<file path="config.mk">
export PLATFORM = sky130hd
export DESIGN_NAME = fsc_top
export DESIGN_NICKNAME = d
export VERILOG_FILES = /design/src/logic/fsc_pkg.sv /design/src/logic/fsc_top.sv
export SDC_FILE = /design/constraint.sdc
export NUM_CORES = 1
export LEC_CHECK = 0
export ABC_AREA = 1
export BUFFER_PORTS_ARGS = -buffer_cell sky130_fd_sc_hd__buf_2
export CAP_MARGIN = 5
export CORE_UTILIZATION = 59
export CTS_CLUSTER_SIZE = 40
export DETAILED_ROUTE_END_ITERATION = 16
export GPL_TIMING_DRIVEN = 0
export PLACE_DENSITY = 0.88
export REMOVE_ABC_BUFFERS = 1
export SLEW_MARGIN = 5
export SYNTH_ARGS = -nofsm -noshare
export SYNTH_HDL_FRONTEND = slang
export SYNTH_SLANG_ARGS = --single-unit
</file>
<file path="constraint.sdc">
create_clock -name clk_i -period 2.5 [get_ports clk_i]
set_clock_uncertainty 0.15 [all_clocks]
set_input_delay 0.5 -clock clk_i [delete_from_list [all_inputs] [get_ports clk_i]]
set_output_delay 0.5 -clock clk_i [all_outputs]
set_load 0.01 [all_outputs]
</file>
<file path="src/logic/fsc_pkg.sv">
/*
 fallback serial configuration: constants, register map, field layout,
 reset values and carrier types shared by the design.
 assumes a 250 MHz single clock and a classic wishbone register bus.
*/
// What this block does
// RULE1 - pin low forces 300 baud, 8N1
// RULE2 - fallback accepts any address character
// RULE3 - NULL, CR, dollar, hash never match
// RULE4 - host always sends an address character
// RULE5 - fallback entry leaves stored setup untouched
// RULE6 - setup readback returns stored values always
// RULE7 - every command stays enabled in fallback
// RULE8 - error reply is question mark, address
// RULE9 - fallback setup writes change stored values only
// RULE10 - pin release: program reset, stored link settings
// RULE11 - power-up applies stored channel directions; reset loads FSC_RST_DIR into both stored and live directions instead
// RULE12 - each channel independently input or output
// RULE13 - host uses fallback with one device only
// RULE14 - delivered setup: addr 1, 300, plain
// RULE15 - fallback pin synchronised and filtered
`default_nettype none
package fsc_pkg;
    // register byte offsets
    localparam logic [7:0] FSC_OFS_SETUP = 8'h00;
    localparam logic [7:0] FSC_OFS_DIR_STORED = 8'h04;
    localparam logic [7:0] FSC_OFS_DIR_LIVE = 8'h08;
    localparam logic [7:0] FSC_OFS_STATUS = 8'h0c;
    // setup word field positions
    localparam int FSC_POS_ADDR = 0;
    localparam int FSC_POS_BAUD = 8;
    localparam int FSC_POS_PAR = 11;
    localparam int FSC_POS_LF = 13;
    localparam int FSC_POS_ECHO = 14;
    localparam int FSC_POS_DLY = 15;
    // status word field positions
    localparam int FSC_POS_ST_FB = 0;
    localparam int FSC_POS_ST_BAUD = 1;
    localparam int FSC_POS_ST_PAR = 4;
    // codes
    localparam logic [2:0] FSC_BAUD_300 = 3'h0;
    localparam logic [1:0] FSC_PAR_NONE = 2'h0;
    localparam logic [7:0] FSC_CH_NULL = 8'h00;
    localparam logic [7:0] FSC_CH_CR = 8'h0d;
    localparam logic [7:0] FSC_CH_DOLLAR = 8'h24;
    localparam logic [7:0] FSC_CH_HASH = 8'h23;
    localparam logic [7:0] FSC_CH_PROMPT = 8'h3f;
    // delivered setup values
    localparam logic [7:0] FSC_RST_ADDR = 8'h31;
    localparam logic [2:0] FSC_RST_DLY = 3'h2;
    localparam logic [31:0] FSC_RST_DIR = 32'h0000_0000;
    // pin filter time
    localparam int FSC_CLK_MHZ = 250;
    localparam int FSC_FILT_NS = 1000;
    localparam int FSC_FILT_CYC = (FSC_FILT_NS * FSC_CLK_MHZ + 999) / 1000;
    localparam int FSC_MAX_CH = 32;

    typedef struct packed {
        logic [2:0] dly;
        logic echo;
        logic lf;
        logic [1:0] par;
        logic [2:0] baud;
        logic [7:0] addr;
    } fsc_setup_s;

    typedef struct packed {
        logic fallback;
        logic [1:0] par;
        logic [2:0] baud;
    } fsc_link_s;

    typedef enum logic [1:0] {
        FSC_ERR_IDLE,
        FSC_ERR_PROMPT,
        FSC_ERR_ADDR
    } fsc_err_e;

    typedef struct packed {
        logic [2:0] pin_sync;
        logic pin_level;
        logic [15:0] filt_cnt;
        logic prog_rst;
        fsc_setup_s setup;
        logic [31:0] dir_stored;
        logic [31:0] dir_live;
        fsc_link_s link;
        logic match;
        logic match_vld;
        fsc_err_e err_st;
        logic [7:0] resp_char;
        logic resp_vld;
        logic ack;
        logic [31:0] rdata;
    } fsc_state_s;
endpackage
`default_nettype wire

</file>
<file path="src/logic/fsc_top.sv">
/*
 fallback serial configuration block: stored link setup, fallback pin
 handling, address match, error prompt and channel direction control.
 assumes the uart, command parser and channel drivers sit outside and
 use the link settings, match result and directions given here.
*/
`timescale 1ns/1ps
`default_nettype none
module fsc_top
    import fsc_pkg::*;
#(
    parameter int NCH = 15
) (
    input wire logic clk_i,
    input wire logic rst_i,
    // wishbone classic slave
    input wire logic wb_cyc_i,
    input wire logic wb_stb_i,
    input wire logic wb_we_i,
    input wire logic [7:0] wb_adr_i,
    input wire logic [3:0] wb_sel_i,
    input wire logic [31:0] wb_dat_i,
    output logic [31:0] wb_dat_o,
    output logic wb_ack_o,
    // active low fallback pin
    input wire logic fallback_n_i,
    // address character check from the parser
    input wire logic [7:0] addr_char_i,
    input wire logic addr_vld_i,
    output logic addr_match_o,
    output logic addr_match_vld_o,
    // error reply characters to the transmitter
    input wire logic err_req_i,
    input wire logic resp_ready_i,
    output logic [7:0] resp_char_o,
    output logic resp_vld_o,
    // link settings and program reset
    output logic [2:0] link_baud_o,
    output logic [1:0] link_par_o,
    output logic link_fallback_o,
    output logic prog_rst_o,
    // applied channel directions, 1 = output
    output logic [NCH-1:0] ch_dir_o
);

    if (NCH < 1 || NCH > FSC_MAX_CH) begin : g_bad_nch
        $error("NCH must lie between 1 and 32");
    end

    localparam logic [15:0] FILT_LAST = 16'(FSC_FILT_CYC - 1);
    localparam logic [31:0] CH_MASK = 32'((64'h1 << NCH) - 64'h1);

    function automatic logic addr_legal(input logic [7:0] c);
        addr_legal = !(c == FSC_CH_NULL || c == FSC_CH_CR ||
                       c == FSC_CH_DOLLAR || c == FSC_CH_HASH);
    endfunction

    function automatic logic [31:0] merge(input logic [31:0] old,
                                          input logic [31:0] wd,
                                          input logic [3:0] sel);
        logic [31:0] res;
        res = old;
        for (int b = 0; b < 4; b++) begin
            if (sel[b]) begin
                res[8*b +: 8] = wd[8*b +: 8];
            end
        end
        merge = res;
    endfunction

    function automatic logic [31:0] setup_word(input fsc_setup_s s);
        logic [31:0] w;
        w = 32'h0000_0000;
        w[FSC_POS_ADDR +: 8] = s.addr;
        w[FSC_POS_BAUD +: 3] = s.baud;
        w[FSC_POS_PAR +: 2] = s.par;
        w[FSC_POS_LF] = s.lf;
        w[FSC_POS_ECHO] = s.echo;
        w[FSC_POS_DLY +: 3] = s.dly;
        setup_word = w;
    endfunction

    function automatic fsc_setup_s word_setup(input logic [31:0] w);
        fsc_setup_s s;
        s.addr = w[FSC_POS_ADDR +: 8];
        s.baud = w[FSC_POS_BAUD +: 3];
        s.par = w[FSC_POS_PAR +: 2];
        s.lf = w[FSC_POS_LF];
        s.echo = w[FSC_POS_ECHO];
        s.dly = w[FSC_POS_DLY +: 3];
        word_setup = s;
    endfunction

    fsc_state_s st_r;
    fsc_state_s st_nxt;

    logic bus_req;
    logic pin_agree;
    logic pin_seen;
    logic [31:0] status_word;

    assign bus_req = wb_cyc_i && wb_stb_i && !st_r.ack;
    // only the second and third stages are compared
    assign pin_agree = st_r.pin_sync[1] == st_r.pin_sync[2];
    assign pin_seen = st_r.pin_sync[2];

    always_comb begin
        status_word = 32'h0000_0000;
        status_word[FSC_POS_ST_FB] = st_r.link.fallback;
        status_word[FSC_POS_ST_BAUD +: 3] = st_r.link.baud;
        status_word[FSC_POS_ST_PAR +: 2] = st_r.link.par;
    end

    always_comb begin
        st_nxt = st_r;
        st_nxt.prog_rst = 1'b0;
        st_nxt.match_vld = 1'b0;
        st_nxt.ack = bus_req;

        // three stage synchroniser, then a stability filter
        st_nxt.pin_sync = {st_r.pin_sync[1:0], fallback_n_i};
        if (pin_agree && pin_seen != st_r.pin_level) begin // [RULE15]
            if (st_r.filt_cnt == FILT_LAST) begin
                st_nxt.filt_cnt = 16'h0000;
                st_nxt.pin_level = pin_seen;
                if (pin_seen) begin
                    // release: restart with the stored link settings
                    st_nxt.prog_rst = 1'b1; // [RULE10]
                end
            end else begin
                st_nxt.filt_cnt = st_r.filt_cnt + 16'h0001;
            end
        end else begin
            st_nxt.filt_cnt = 16'h0000;
        end

        // link settings: forced while the filtered pin is low
        if (!st_r.pin_level) begin
            st_nxt.link.fallback = 1'b1;
            st_nxt.link.baud = FSC_BAUD_300; // [RULE1] [RULE9]
            st_nxt.link.par = FSC_PAR_NONE; // [RULE1] [RULE9]
        end else begin
            st_nxt.link.fallback = 1'b0;
            st_nxt.link.baud = st_r.setup.baud; // [RULE10]
            st_nxt.link.par = st_r.setup.par; // [RULE10]
        end

        // address check; fallback takes any legal character
        if (addr_vld_i) begin
            st_nxt.match_vld = 1'b1;
            // fallback gates nothing else, all commands stay usable [RULE7]
            if (!addr_legal(addr_char_i)) begin
                st_nxt.match = 1'b0; // [RULE3]
            end else if (st_r.link.fallback) begin
                st_nxt.match = 1'b1; // [RULE2]
            end else begin
                st_nxt.match = addr_char_i == st_r.setup.addr;
            end
        end

        // error reply: prompt then the stored address character
        case (st_r.err_st)
            FSC_ERR_IDLE: begin
                if (err_req_i && !st_r.prog_rst) begin
                    st_nxt.err_st = FSC_ERR_PROMPT;
                    st_nxt.resp_char = FSC_CH_PROMPT; // [RULE8]
                    st_nxt.resp_vld = 1'b1;
                end
            end
            FSC_ERR_PROMPT: begin
                if (resp_ready_i) begin
                    st_nxt.err_st = FSC_ERR_ADDR;
                    st_nxt.resp_char = st_r.setup.addr; // [RULE8]
                end
            end
            FSC_ERR_ADDR: begin
                if (resp_ready_i) begin
                    st_nxt.err_st = FSC_ERR_IDLE;
                    st_nxt.resp_vld = 1'b0;
                end
            end
            default: begin
                st_nxt.err_st = FSC_ERR_IDLE;
                st_nxt.resp_vld = 1'b0;
            end
        endcase

        // program reset reapplies stored directions; after the reply
        // machine so a reply in flight cannot outlive the reset
        if (st_r.prog_rst) begin
            st_nxt.dir_live = st_r.dir_stored & CH_MASK; // [RULE10] [RULE11]
            st_nxt.err_st = FSC_ERR_IDLE;
            st_nxt.resp_vld = 1'b0;
        end

        // register bus; unmapped reads return zero, writes are dropped
        st_nxt.rdata = 32'h0000_0000;
        if (bus_req) begin
            case (wb_adr_i)
                FSC_OFS_SETUP: begin
                    // stored values, never the forced link values [RULE6]
                    st_nxt.rdata = setup_word(st_r.setup);
                    if (wb_we_i) begin
                        // stored copy only; link is steered above [RULE9]
                        st_nxt.setup = word_setup(
                            merge(setup_word(st_r.setup), wb_dat_i, wb_sel_i));
                    end
                end
                FSC_OFS_DIR_STORED: begin
                    st_nxt.rdata = st_r.dir_stored;
                    if (wb_we_i) begin
                        st_nxt.dir_stored =
                            merge(st_r.dir_stored, wb_dat_i, wb_sel_i) & CH_MASK;
                    end
                end
                FSC_OFS_DIR_LIVE: begin
                    st_nxt.rdata = st_r.dir_live;
                    if (wb_we_i && !st_r.prog_rst) begin
                        // one bit per channel, independent [RULE12]
                        st_nxt.dir_live =
                            merge(st_r.dir_live, wb_dat_i, wb_sel_i) & CH_MASK;
                    end
                end
                FSC_OFS_STATUS: begin
                    st_nxt.rdata = status_word;
                end
                default: begin
                    st_nxt.rdata = 32'h0000_0000;
                end
            endcase
        end
    end

    always_ff @(posedge clk_i) begin
        if (rst_i) begin
            st_r.pin_sync <= 3'h7;
            st_r.pin_level <= 1'b1;
            st_r.filt_cnt <= 16'h0000;
            st_r.prog_rst <= 1'b0;
            // stored setup as delivered; the pin never touches it [RULE14] [RULE5]
            st_r.setup.addr <= FSC_RST_ADDR;
            st_r.setup.baud <= FSC_BAUD_300;
            st_r.setup.par <= FSC_PAR_NONE;
            st_r.setup.lf <= 1'b0;
            st_r.setup.echo <= 1'b0;
            st_r.setup.dly <= FSC_RST_DLY;
            st_r.dir_stored <= FSC_RST_DIR;
            // power-up loads FSC_RST_DIR, not the earlier stored directions, which reset also clears [RULE11]
            st_r.dir_live <= FSC_RST_DIR;
            st_r.link.fallback <= 1'b0;
            st_r.link.baud <= FSC_BAUD_300;
            st_r.link.par <= FSC_PAR_NONE;
            st_r.match <= 1'b0;
            st_r.match_vld <= 1'b0;
            st_r.err_st <= FSC_ERR_IDLE;
            st_r.resp_char <= 8'h00;
            st_r.resp_vld <= 1'b0;
            st_r.ack <= 1'b0;
            st_r.rdata <= 32'h0000_0000;
        end else begin
            st_r <= st_nxt;
        end
    end

    assign wb_dat_o = st_r.rdata;
    assign wb_ack_o = st_r.ack;
    assign addr_match_o = st_r.match;
    assign addr_match_vld_o = st_r.match_vld;
    assign resp_char_o = st_r.resp_char;
    assign resp_vld_o = st_r.resp_vld;
    assign link_baud_o = st_r.link.baud;
    assign link_par_o = st_r.link.par;
    assign link_fallback_o = st_r.link.fallback;
    assign prog_rst_o = st_r.prog_rst;
    assign ch_dir_o = st_r.dir_live[NCH-1:0];

endmodule
`default_nettype wire

</file>
**Word-level counts from Yosys, hierarchy flattened**

Index checks and enable logic that the tools add are counted.

- Flip-flop bits (word level): 138
- Bits of input ports: 61
- Output and inout bits: 66
- Word-level logic and storage cells: 96

- Add/sub/neg operators: 1
- Equality and inequality tests: 17
- Muxes and demuxes: 19
- Bitwise gates (word level): 5
- Reductions and logical operators: 28

Operators by type and width:

| kind | number |
|---|---|
| 32-bit two-way mux | 4 |
| 32-bit case mux with 4 select lines | 1 |
| 8-bit by 4-bit equality test with 1-bit output (second input constant) | 3 |
| 4-bit AND reduction | 5 |
| 16-bit by 1-bit adder with 16-bit output (second input constant) | 1 |
| 16-bit by 8-bit equality test with 1-bit output (second input constant) | 1 |
| 8-bit by 6-bit equality test with 1-bit output (second input constant) | 2 |
| 8-bit zero test | 2 |
| 8-bit case mux with 2 select lines | 1 |
| 11-bit two-way mux | 1 |
| 10-bit two-way mux | 1 |
| 3-bit AND reduction | 3 |
| 8-bit by 3-bit equality test with 1-bit output (second input constant) | 1 |
| 8-bit equality test | 1 |
| 8-bit two-way mux | 1 |
| 4-bit != test (second input constant) | 2 |
| 7-bit two-way mux | 1 |
| 6-bit two-way mux | 1 |
| 2-bit != test (second input constant) | 3 |
| 2-bit case mux with 3 select lines | 1 |
| 2-bit OR reduction | 3 |
| 3-bit OR reduction | 2 |
| 1-bit logical AND | 5 |
| 1-bit two-way mux | 5 |
| 12 further kinds | 19 |

**Longest topological paths before layout**

Gate-level depths: netlist of the first run.

- Depth in word-level cells: 5
- Depth in mapped cells: 10
- Mapped depth without buffers: 9

**Worst setup path before layout of the first run**

OpenSTA, ideal clock, no wires.

- Path kind: input to register
- Start: in wb_adr_i[5]
- End: reg st_r (netlist bit ch_dir_o[0])
- Setup time: 0.132 ns
- Arrival time: 1.386 ns
- Data required time: 2.218 ns
- Path slack: 0.832 ns
- Cell stages on the path: 9
- Path buffers: 1
- Path through: nor2_1 -> nand2_2 -> nor2_4 -> nand2_4 -> inv_2 -> buf_4 -> nand2_1 -> nand2_1 -> a21oi_1

- Longest elaborated chain between the ends: 3
- Elaborated cells on any way between the ends: 4
- Classes of those cells: eq/ne: 2; mux: 2

RTL lines:

| item | RTL line | source |
|---|---|---|
| from (decl) | fsc_top.sv:20 | `input wire logic [7:0] wb_adr_i,` |
| 8-bit by 4-bit equality test with 1-bit output (*) | fsc_top.sv:199 | `case (wb_adr_i)` |
| 32-bit two-way mux | fsc_top.sv:199 |  |
| 32-bit two-way mux | fsc_top.sv:198 | `if (bus_req) begin` |
| to (signal assigned) | fsc_top.sv:261 | `st_r <= st_nxt;` |
| to (decl) | fsc_top.sv:94 | `fsc_state_s st_r;` |

Every way passes the cells marked *; elsewhere a longest branch is shown, timed or not.
A chain may end at the register's enable or synchronous reset.

**Final worst setup path of the first run**

- Start: reg st_r (netlist bit prog_rst_o)
- End: reg st_r (netlist bit ch_dir_o[10])

- Longest elaborated chain between the ends: 5
- Elaborated cells on any way between the ends: 7
- Classes of those cells: eq/ne: 1; mux: 4; reduce/logical: 2

RTL lines:

| item | RTL line | source |
|---|---|---|
| 1-bit zero test | fsc_top.sv:218 | `if (wb_we_i && !st_r.prog_rst) begin` |
| 1-bit logical AND | fsc_top.sv:218 |  |
| 32-bit two-way mux | fsc_top.sv:218 |  |
| 32-bit two-way mux | fsc_top.sv:199 |  |
| 32-bit two-way mux | fsc_top.sv:198 |  |

Several ways; a longest one is shown, not always the timed one.

==> results.ini, run 1 <==
[die]
start_util_pct = 60.50
rows = 37
die_area_um2 = 10900
coreArea_um2 = 10230
die_x_um = 104.4
io_pins = 127
die_y_um = 104.4

[global_route]
grt_pass1_vias = 5068
grt_max_degree = 36
grt_first_pass_wirelength_mm = 23.90
antenna_found_initial = 0
grt_usage_pct = 27.83
overflow = 0

[yosys]
synth_area_leaders = dfxtp_1, nand2_1, buf_4
netlist_area_um2 = 6190
async_flop_share_pct = 0
yosysWarningCount = 0
ys_seq_elements = 138
yosysTopAreaCell = dfxtp_1
synth.distinct_cells = 35
synth_top_area_share_pct = 44.63
seq_area_frac_synth_pct = 44.63
synth_edf_count = 0
netlist_instances = 844
synth_area_per_cell_um2 = 7.334
synth_ff_type = dfxtp_1

[routing]
wl_mm = 14.75
drc_errors = 0
first_iter_violations = 540
first_pass_iters = 5
viasPerCell = 5.306
ant_nets = 0
wl_per_cell_um = 14.29
dr_total_vias = 5476

[clock_tree]
clock_latency_ns = 0.53
cts_setup_buffers = 0
clockBufferDepth = 2
cts_hold_buf = 0
cts.sinks = 138
tritoncts = yes
cts-htree-levels = 4
cts_made_buffers = 17
cts-root-buf = clkbuf_8
clkSlewWorstSetupHoldPaths_ns = 0.06

[sta]
rsz0062_at_grt = false
tightest_slew_ns = 1.064
fin_setup_tns_ns = 0
fin_crit_sh_pct = 93.24
period_minus_slack_ns = 2.331
fmax_mhz = 429.0
maxSlewViolCount = 0
final-hold-violation-count = 0
finalSetupViolCount = 0
slew_headroom_pct = 28.97

[critical_path]
crit_path_start_kind = flip-flop
critPathMaxStageDelay_ns = 0.70
required_ns = 2.80
cp.arrival_ns = 2.63
cp_cell_sequence = inv_4 -> nand2_1 -> nor2_2 -> nand2_4 -> clkinv_2 -> nand2_1 -> nand2_1 -> a21oi_1
worst_r2r_path_depth = 8
worst-setup-path-type = flip-flop to flip-flop
cp_slowest_cell = dfxtp_2
rr_startpoint = prog_rst_o$_SDFF_PP0_
reg2reg_to = ch_dir_o[10]$_SDFFE_PP0P_
path_max_fanout = 32
rrSetupSlack_ns = 0.17
critPathMostFrequentCell = nand2_1
crit_path_end_kind = flip-flop

[hold_path]
min_path_type = input pin to flip-flop
hold_start = fallback_n_i
min_delay_path_depth = 2
hold_end = st_nxt[153]$_SDFF_PP1_

[placed_design]
place.gp.congestion = 0.8703
port_buffers = 111
dp_hpwl_mm = 9.366

[pwr]
pwr_density_cell_nw_per_um2 = 725.8
irDropWorstVdd_uv = 368.0
power_leakage_nw = 3.018

[layout]
fin_util_pct = 67.53
num-nets-final = 946
synthToLayoutAreaGrowth_pct = 11.62
drive_gt1_share_pct = 19.64
n_antenna_cell = 0

[flow_run]
drv_cap = 0

[status]
status = finished clean

## cells in the final DEF (no fill, tap or decap), drive strengths merged, types with 2 or more instances in the layout
| cell type | n |
|---|---|
| a21oi | 64 |
| buf | 112 |
| xnor2 | 9 |
| xor2 | 4 |
| clkbuf | 17 |
| a311oi | 2 |
| dfxtp | 138 |
| or2 | 2 |
| nor3 | 9 |
| inv | 89 |
| clkinv | 3 |
| bufinv | 2 |
| nand3 | 47 |
| nor2 | 87 |
| ha | 2 |
| o21ai | 40 |
| a31oi | 4 |
| nand2 | 245 |
| nand4 | 14 |
## critical path: cells and delay by family (launching register included)
| kind | cells | cell delay [ns] |
|---|---|---|
| flops | 1 | 0.70 |
| simple gates | 5 | 0.64 |
| compound gates | 1 | 0.14 |
| buf+inv | 2 | 0.59 |
## synthesized netlist by cell type, types with 3 or more instances
| library cell | n |
|---|---|
| buf_4 | 66 |
| nand4_1 | 14 |
| nor3_1 | 7 |
| nand2_1 | 241 |
| a21oi_1 | 64 |
| xnor2_1 | 9 |
| nand2_2 | 3 |
| o21ai_0 | 31 |
| buf_6 | 3 |
| buf_2 | 13 |
| xor2_1 | 4 |
| o21ai_1 | 9 |
| clkbuf_1 | 9 |
| nand3_1 | 45 |
| a31oi_1 | 4 |
| inv_1 | 73 |
| inv_2 | 6 |
| dfxtp_1 | 138 |
| nor2_4 | 7 |
| nor2_2 | 4 |
| nor2_1 | 75 |
## logic make-up after synthesis
group           synth area share [%]
simple gates                   28.34
buf+inv                        15.10
flops                          44.63
compound gates                 9.683
xor+xnor                       1.840
fa+ha+maj                     0.4042
## routing by layer
layer / up-vias / wire length [um] / global-route usage (%)
li1: 2684 / - / -
met1: 2500 / 5903 / 33.39
met2: 247 / 7076 / 45.27
met3: 45 / 1291 / 7.080
met4: 0 / 480 / 15.71
met5: - / 0 / 0
## report_power, final
part           total [mW]  leakage (nW)  internal, mW  switching, mW
registers            2.23          1.12          2.22         0.0104
clock network        2.57         0.298          1.48           1.09
logic               0.215          1.60        0.0738          0.141
total                5.01          3.02          3.78           1.24
## final cells by class
type                    instances  area [um^2]
flip-flops and latches        138         2764
fillers                       821         3322
well taps                     136        170.2
inverters                      80        304.0
clock buffers                  17        414.1
clock inverters                15        195.2
multi-input cells             534         2495
repair buffers                112        566.8
## state kept, by name, summed over array words and instances, names as in the netlist
name	cells
st_r	69
link_fallback_o	1
resp_char_o	8
link_par_o	2
resp_vld_o	1
addr_match_vld_o	1
prog_rst_o	1
ch_dir_o	15
wb_dat_o	32
st_nxt	2
pin_seen	1
wb_ack_o	1
link_baud_o	3
addr_match_o	1
## worst max path at each step
stage                               start                        end  cells after the start  slack, ns
floorplan                        wb_cyc_i    wb_dat_o[13]$_SDFF_PP0_                      8       0.26
global placement                    rst_i    wb_dat_o[13]$_SDFF_PP0_                      6      -0.86
detailed placement            wb_adr_i[5]   ch_dir_o[4]$_SDFFE_PP0P_                      9      -0.33
CTS                 prog_rst_o$_SDFF_PP0_                 prog_rst_o                      1       0.02
global route        prog_rst_o$_SDFF_PP0_  ch_dir_o[12]$_SDFFE_PP0P_                      8       0.05
finish              prog_rst_o$_SDFF_PP0_  ch_dir_o[10]$_SDFFE_PP0P_                      8       0.17
## metrics by stage
step	hold slack [ns]	setup WS [ns]	cell area [um^2]	std cells	power, mW
CTS	0.01571	0.02492	6904	1032	5.013
global route	0.02094	0.05038	6909	1032	5.158
global placement	0.2417	-0.8620	6284	999	2.482
floorplan	0.2395	0.2646	5558	752	2.381
finish	0.01366	0.1691	6909	1032	5.014
detailed placement	0.2726	-0.3301	6295	1000	2.488
## timing repair
item	in CTS	in global routing
resized for setup	0	3
setup endpoints to repair	0	19
hold endpoints to repair	0	0
No activity file was read; power rests on OpenSTA's default activity.
==> run 2, diff against run 1 <==
Settings changed: ABC_AREA 1 to default.
Clock period 2.5 ns to 2.8 ns, I/O delays scaled along.
==> run 2 against run 1 <==
Effect of this change: synthesized cell count fell by 28%; wire length fell by 9.2%; combinational power shrank 6%; worst hold slack improved by 0.061 ns; first-iteration DRC count fell by 64%; die area down 3.1%; count of clock-buffer cells in the layout unchanged; area after synthesis is 3.1% lower; final cell count fell by 23%; via count fell by 17%; core utilization up 1.7 points; critical path depth fell by 4.
==> results.ini, run 2 <==
[die]
die_area_um2 = 10570
start_util_pct = 61.06
die_x_um = 102.8
coreArea_um2 = 9819
io_pins = 127
rows = 36
die_y_um = 102.8

[yosys]
ys_seq_elements = 138
netlist_instances = 605
yosysMostFrequentCell = dfxtp_1
synth_ff_type = dfxtp_1
synth-xor-area-share_pct = 2.922
synth_area_leaders = dfxtp_1, mux2i_1, buf_4
yosys.area_share.simple_pct = 21.04
synth_fa_ha_area_share_pct = 0.4174
synth_compound_area_share_pct = 7.638
synth.area.mux_share_pct = 11.77
seq_area_frac_synth_pct = 46.08
synth_edf_count = 0
synth_top_family_by_area = simple AND/OR/NAND/NOR gates
netlist_area_um2 = 5996
async_flop_share_pct = 0
synth_top_area_share_pct = 46.08
synth.distinct_cells = 46
yosysTopAreaCell = dfxtp_1
synth_area_per_cell_um2 = 9.910
yosysWarningCount = 0
yosys-top-cells-count = dfxtp_1, nor2_1, buf_4

[critical_path]
path_max_fanout = 26
cp.arrival_ns = 2.88
required_ns = 3.07
worst-setup-path-type = input pin to flip-flop
crit_path_end_kind = flip-flop
crit_path_start_kind = input pin

[pwr]
intPower_mw = 3.382
pwr_density_cell_nw_per_um2 = 660.3
p_switching_mw = 1.107
power_leakage_nw = 2.779
irDropWorstVdd_uv = 332.2
p_comb_share_pct = 4.5
finalPower_mw = 4.489
switching_share_pct = 24.66
clkPwrFrac_pct = 51.2
seqPwrFrac_pct = 44.3

[clock_tree]
clkSlewWorstSetupHoldPaths_ns = 0.07
cts-root-buf = clkbuf_8
tritoncts = yes
clockBufferDepth = 2
cts.sinks = 138
cts_setup_buffers = 0
clock_latency_ns = 0.53
cts-htree-levels = 4
cts_made_buffers = 17

[sta]
slew_headroom_pct = 16.32
rsz0062_at_grt = false
maxSlewViolCount = 0
tightest_slew_ns = 1.255
fin_crit_sh_pct = 93.33
final-hold-violation-count = 0
finalSetupViolCount = 0
period_minus_slack_ns = 2.613
fmax_mhz = 382.7

[layout]
drive_gt1_share_pct = 25.83
regMostFlops = st_r
num-nets-final = 712
layout.cells.non_filler = 795
mostFrequentLayoutCells = dfxtp_1, buf_2, nor2_1
largest_reg_flops = 69
fill_cells = 711
mostFrequentLayoutCell = dfxtp_1
n_antenna_cell = 0
synthToLayoutAreaGrowth_pct = 13.40

[placed_design]
place.gp.congestion = 0.8138
dp_hpwl_mm = 8.429
placedCellCount = 763
port_buffers = 111

[routing]
viasPerCell = 5.694
first_pass_iters = 5
drc_errors = 0
wl_mm = 13.40
wl_per_cell_um = 16.86
dr_total_vias = 4527
first_iter_violations = 197
ant_nets = 0

[global_route]
grt_usage_pct = 25.97
antenna_found_initial = 0
grt_max_degree = 69
grt_first_pass_wirelength_mm = 20.73
grt_pass1_vias = 4280
overflow = 0

[flow_run]
drv_cap = 0

[hold_path]
min_path_type = input pin to flip-flop

[status]
status = finished clean

run 2: cell types whose count changed in the layout (fill, tap and decap cells not counted), sizes merged, moves of 36 or more:
cell / change
inv: -77
o21ai: -37
nand3: -38
and2: +38
a211oi: +36
mux2i: +57
a21oi: -44
nand2: -236
run 2: cell type report:
| cell class | count | area [um^2] | area share (%) |
|---|---|---|---|
| Clock buffer | 17 | 414.1 | 6.091 |
| Clock inverter | 15 | 203.9 | 3.000 |
| Inverter | 4 | 15.01 | 0.2208 |
| Multi-Input combinational cell | 373 | 2646 | 38.92 |
| Sequential cell | 138 | 2764 | 40.65 |
| Tap cell | 133 | 166.4 | 2.448 |
| Timing Repair Buffer | 115 | 589.3 | 8.668 |
run 2: metrics by stage:
step           instance area [um^2]  utilization [%]  TNS, ns  hold WS [ns]  setup slack [ns]
6_report                       6799            69.24        0       0.07464            0.1868
5_1_grt                        6799            69.24        0       0.06888           0.07317
4_1_cts                        6799            69.24        0       0.06667            0.2199
3_5_place_dp                   6171            62.84   -8.634        0.2504           -0.3934
3_3_place_gp                   6125            62.37   -53.57        0.2439            -2.769
2_1_floorplan                  5403                -   -20.74        0.2395            -1.246
run 2: cells by family after synthesis:
logic type,count (synthesis)
flip-flops,138
multiplexers,63
buffers and inverters,94
AO/OA/AOI/OAI,68
adder cells (fa/ha/maj),2
AND/OR/NAND/NOR,220
XOR/XNOR,20
run 2: power by group through the flow:
stage / Clock [mW] / Sequential (mW) / Combinational [mW]
finish: 2.30 / 1.99 / 0.202
global route: 2.41 / 1.99 / 0.219
global placement: 0 / 2.03 / 0.187
floorplan: 0 / 2.04 / 0.0813
CTS: 2.31 / 1.99 / 0.200
detailed placement: 0 / 2.03 / 0.196
run 2: worst paths after layout:
check                              start                  endpoint  slack (ns)  depth (start not counted)
hold / removal              fallback_n_i    st_nxt[153]$_SDFF_PP1_        0.07                          2
hold reg to reg   st_nxt[153]$_SDFF_PP1_    st_nxt[154]$_SDFF_PP1_        0.29                          1
setup reg to reg   prog_rst_o$_SDFF_PP0_  ch_dir_o[8]$_SDFFE_PP0P_        0.21                          6
setup / recovery             wb_adr_i[3]       st_r[80]$_SDFF_PP0_        0.19                          4
run 2: timing repair:
action / in CTS / in global routing
hold buffers: 0 / 0
endpoints found under the setup margin: 12 / 0
resized for setup: 2 / 0
run 2: per-layer routing:
layer  track usage, %  share of wire [%]  up-vias
met4            12.89                2.8        0
met5                0                  0        -
li1                 -                  -     2128
met3            8.407                7.9       32
met1            30.53                 40     2183
met2            42.77                 49      184
run 2: critical path, cell delays in order:
cell and delay [ns]:
buf_2 0.47, nor2b_1 0.89, a31oi_1 0.59, and2_1 0.35
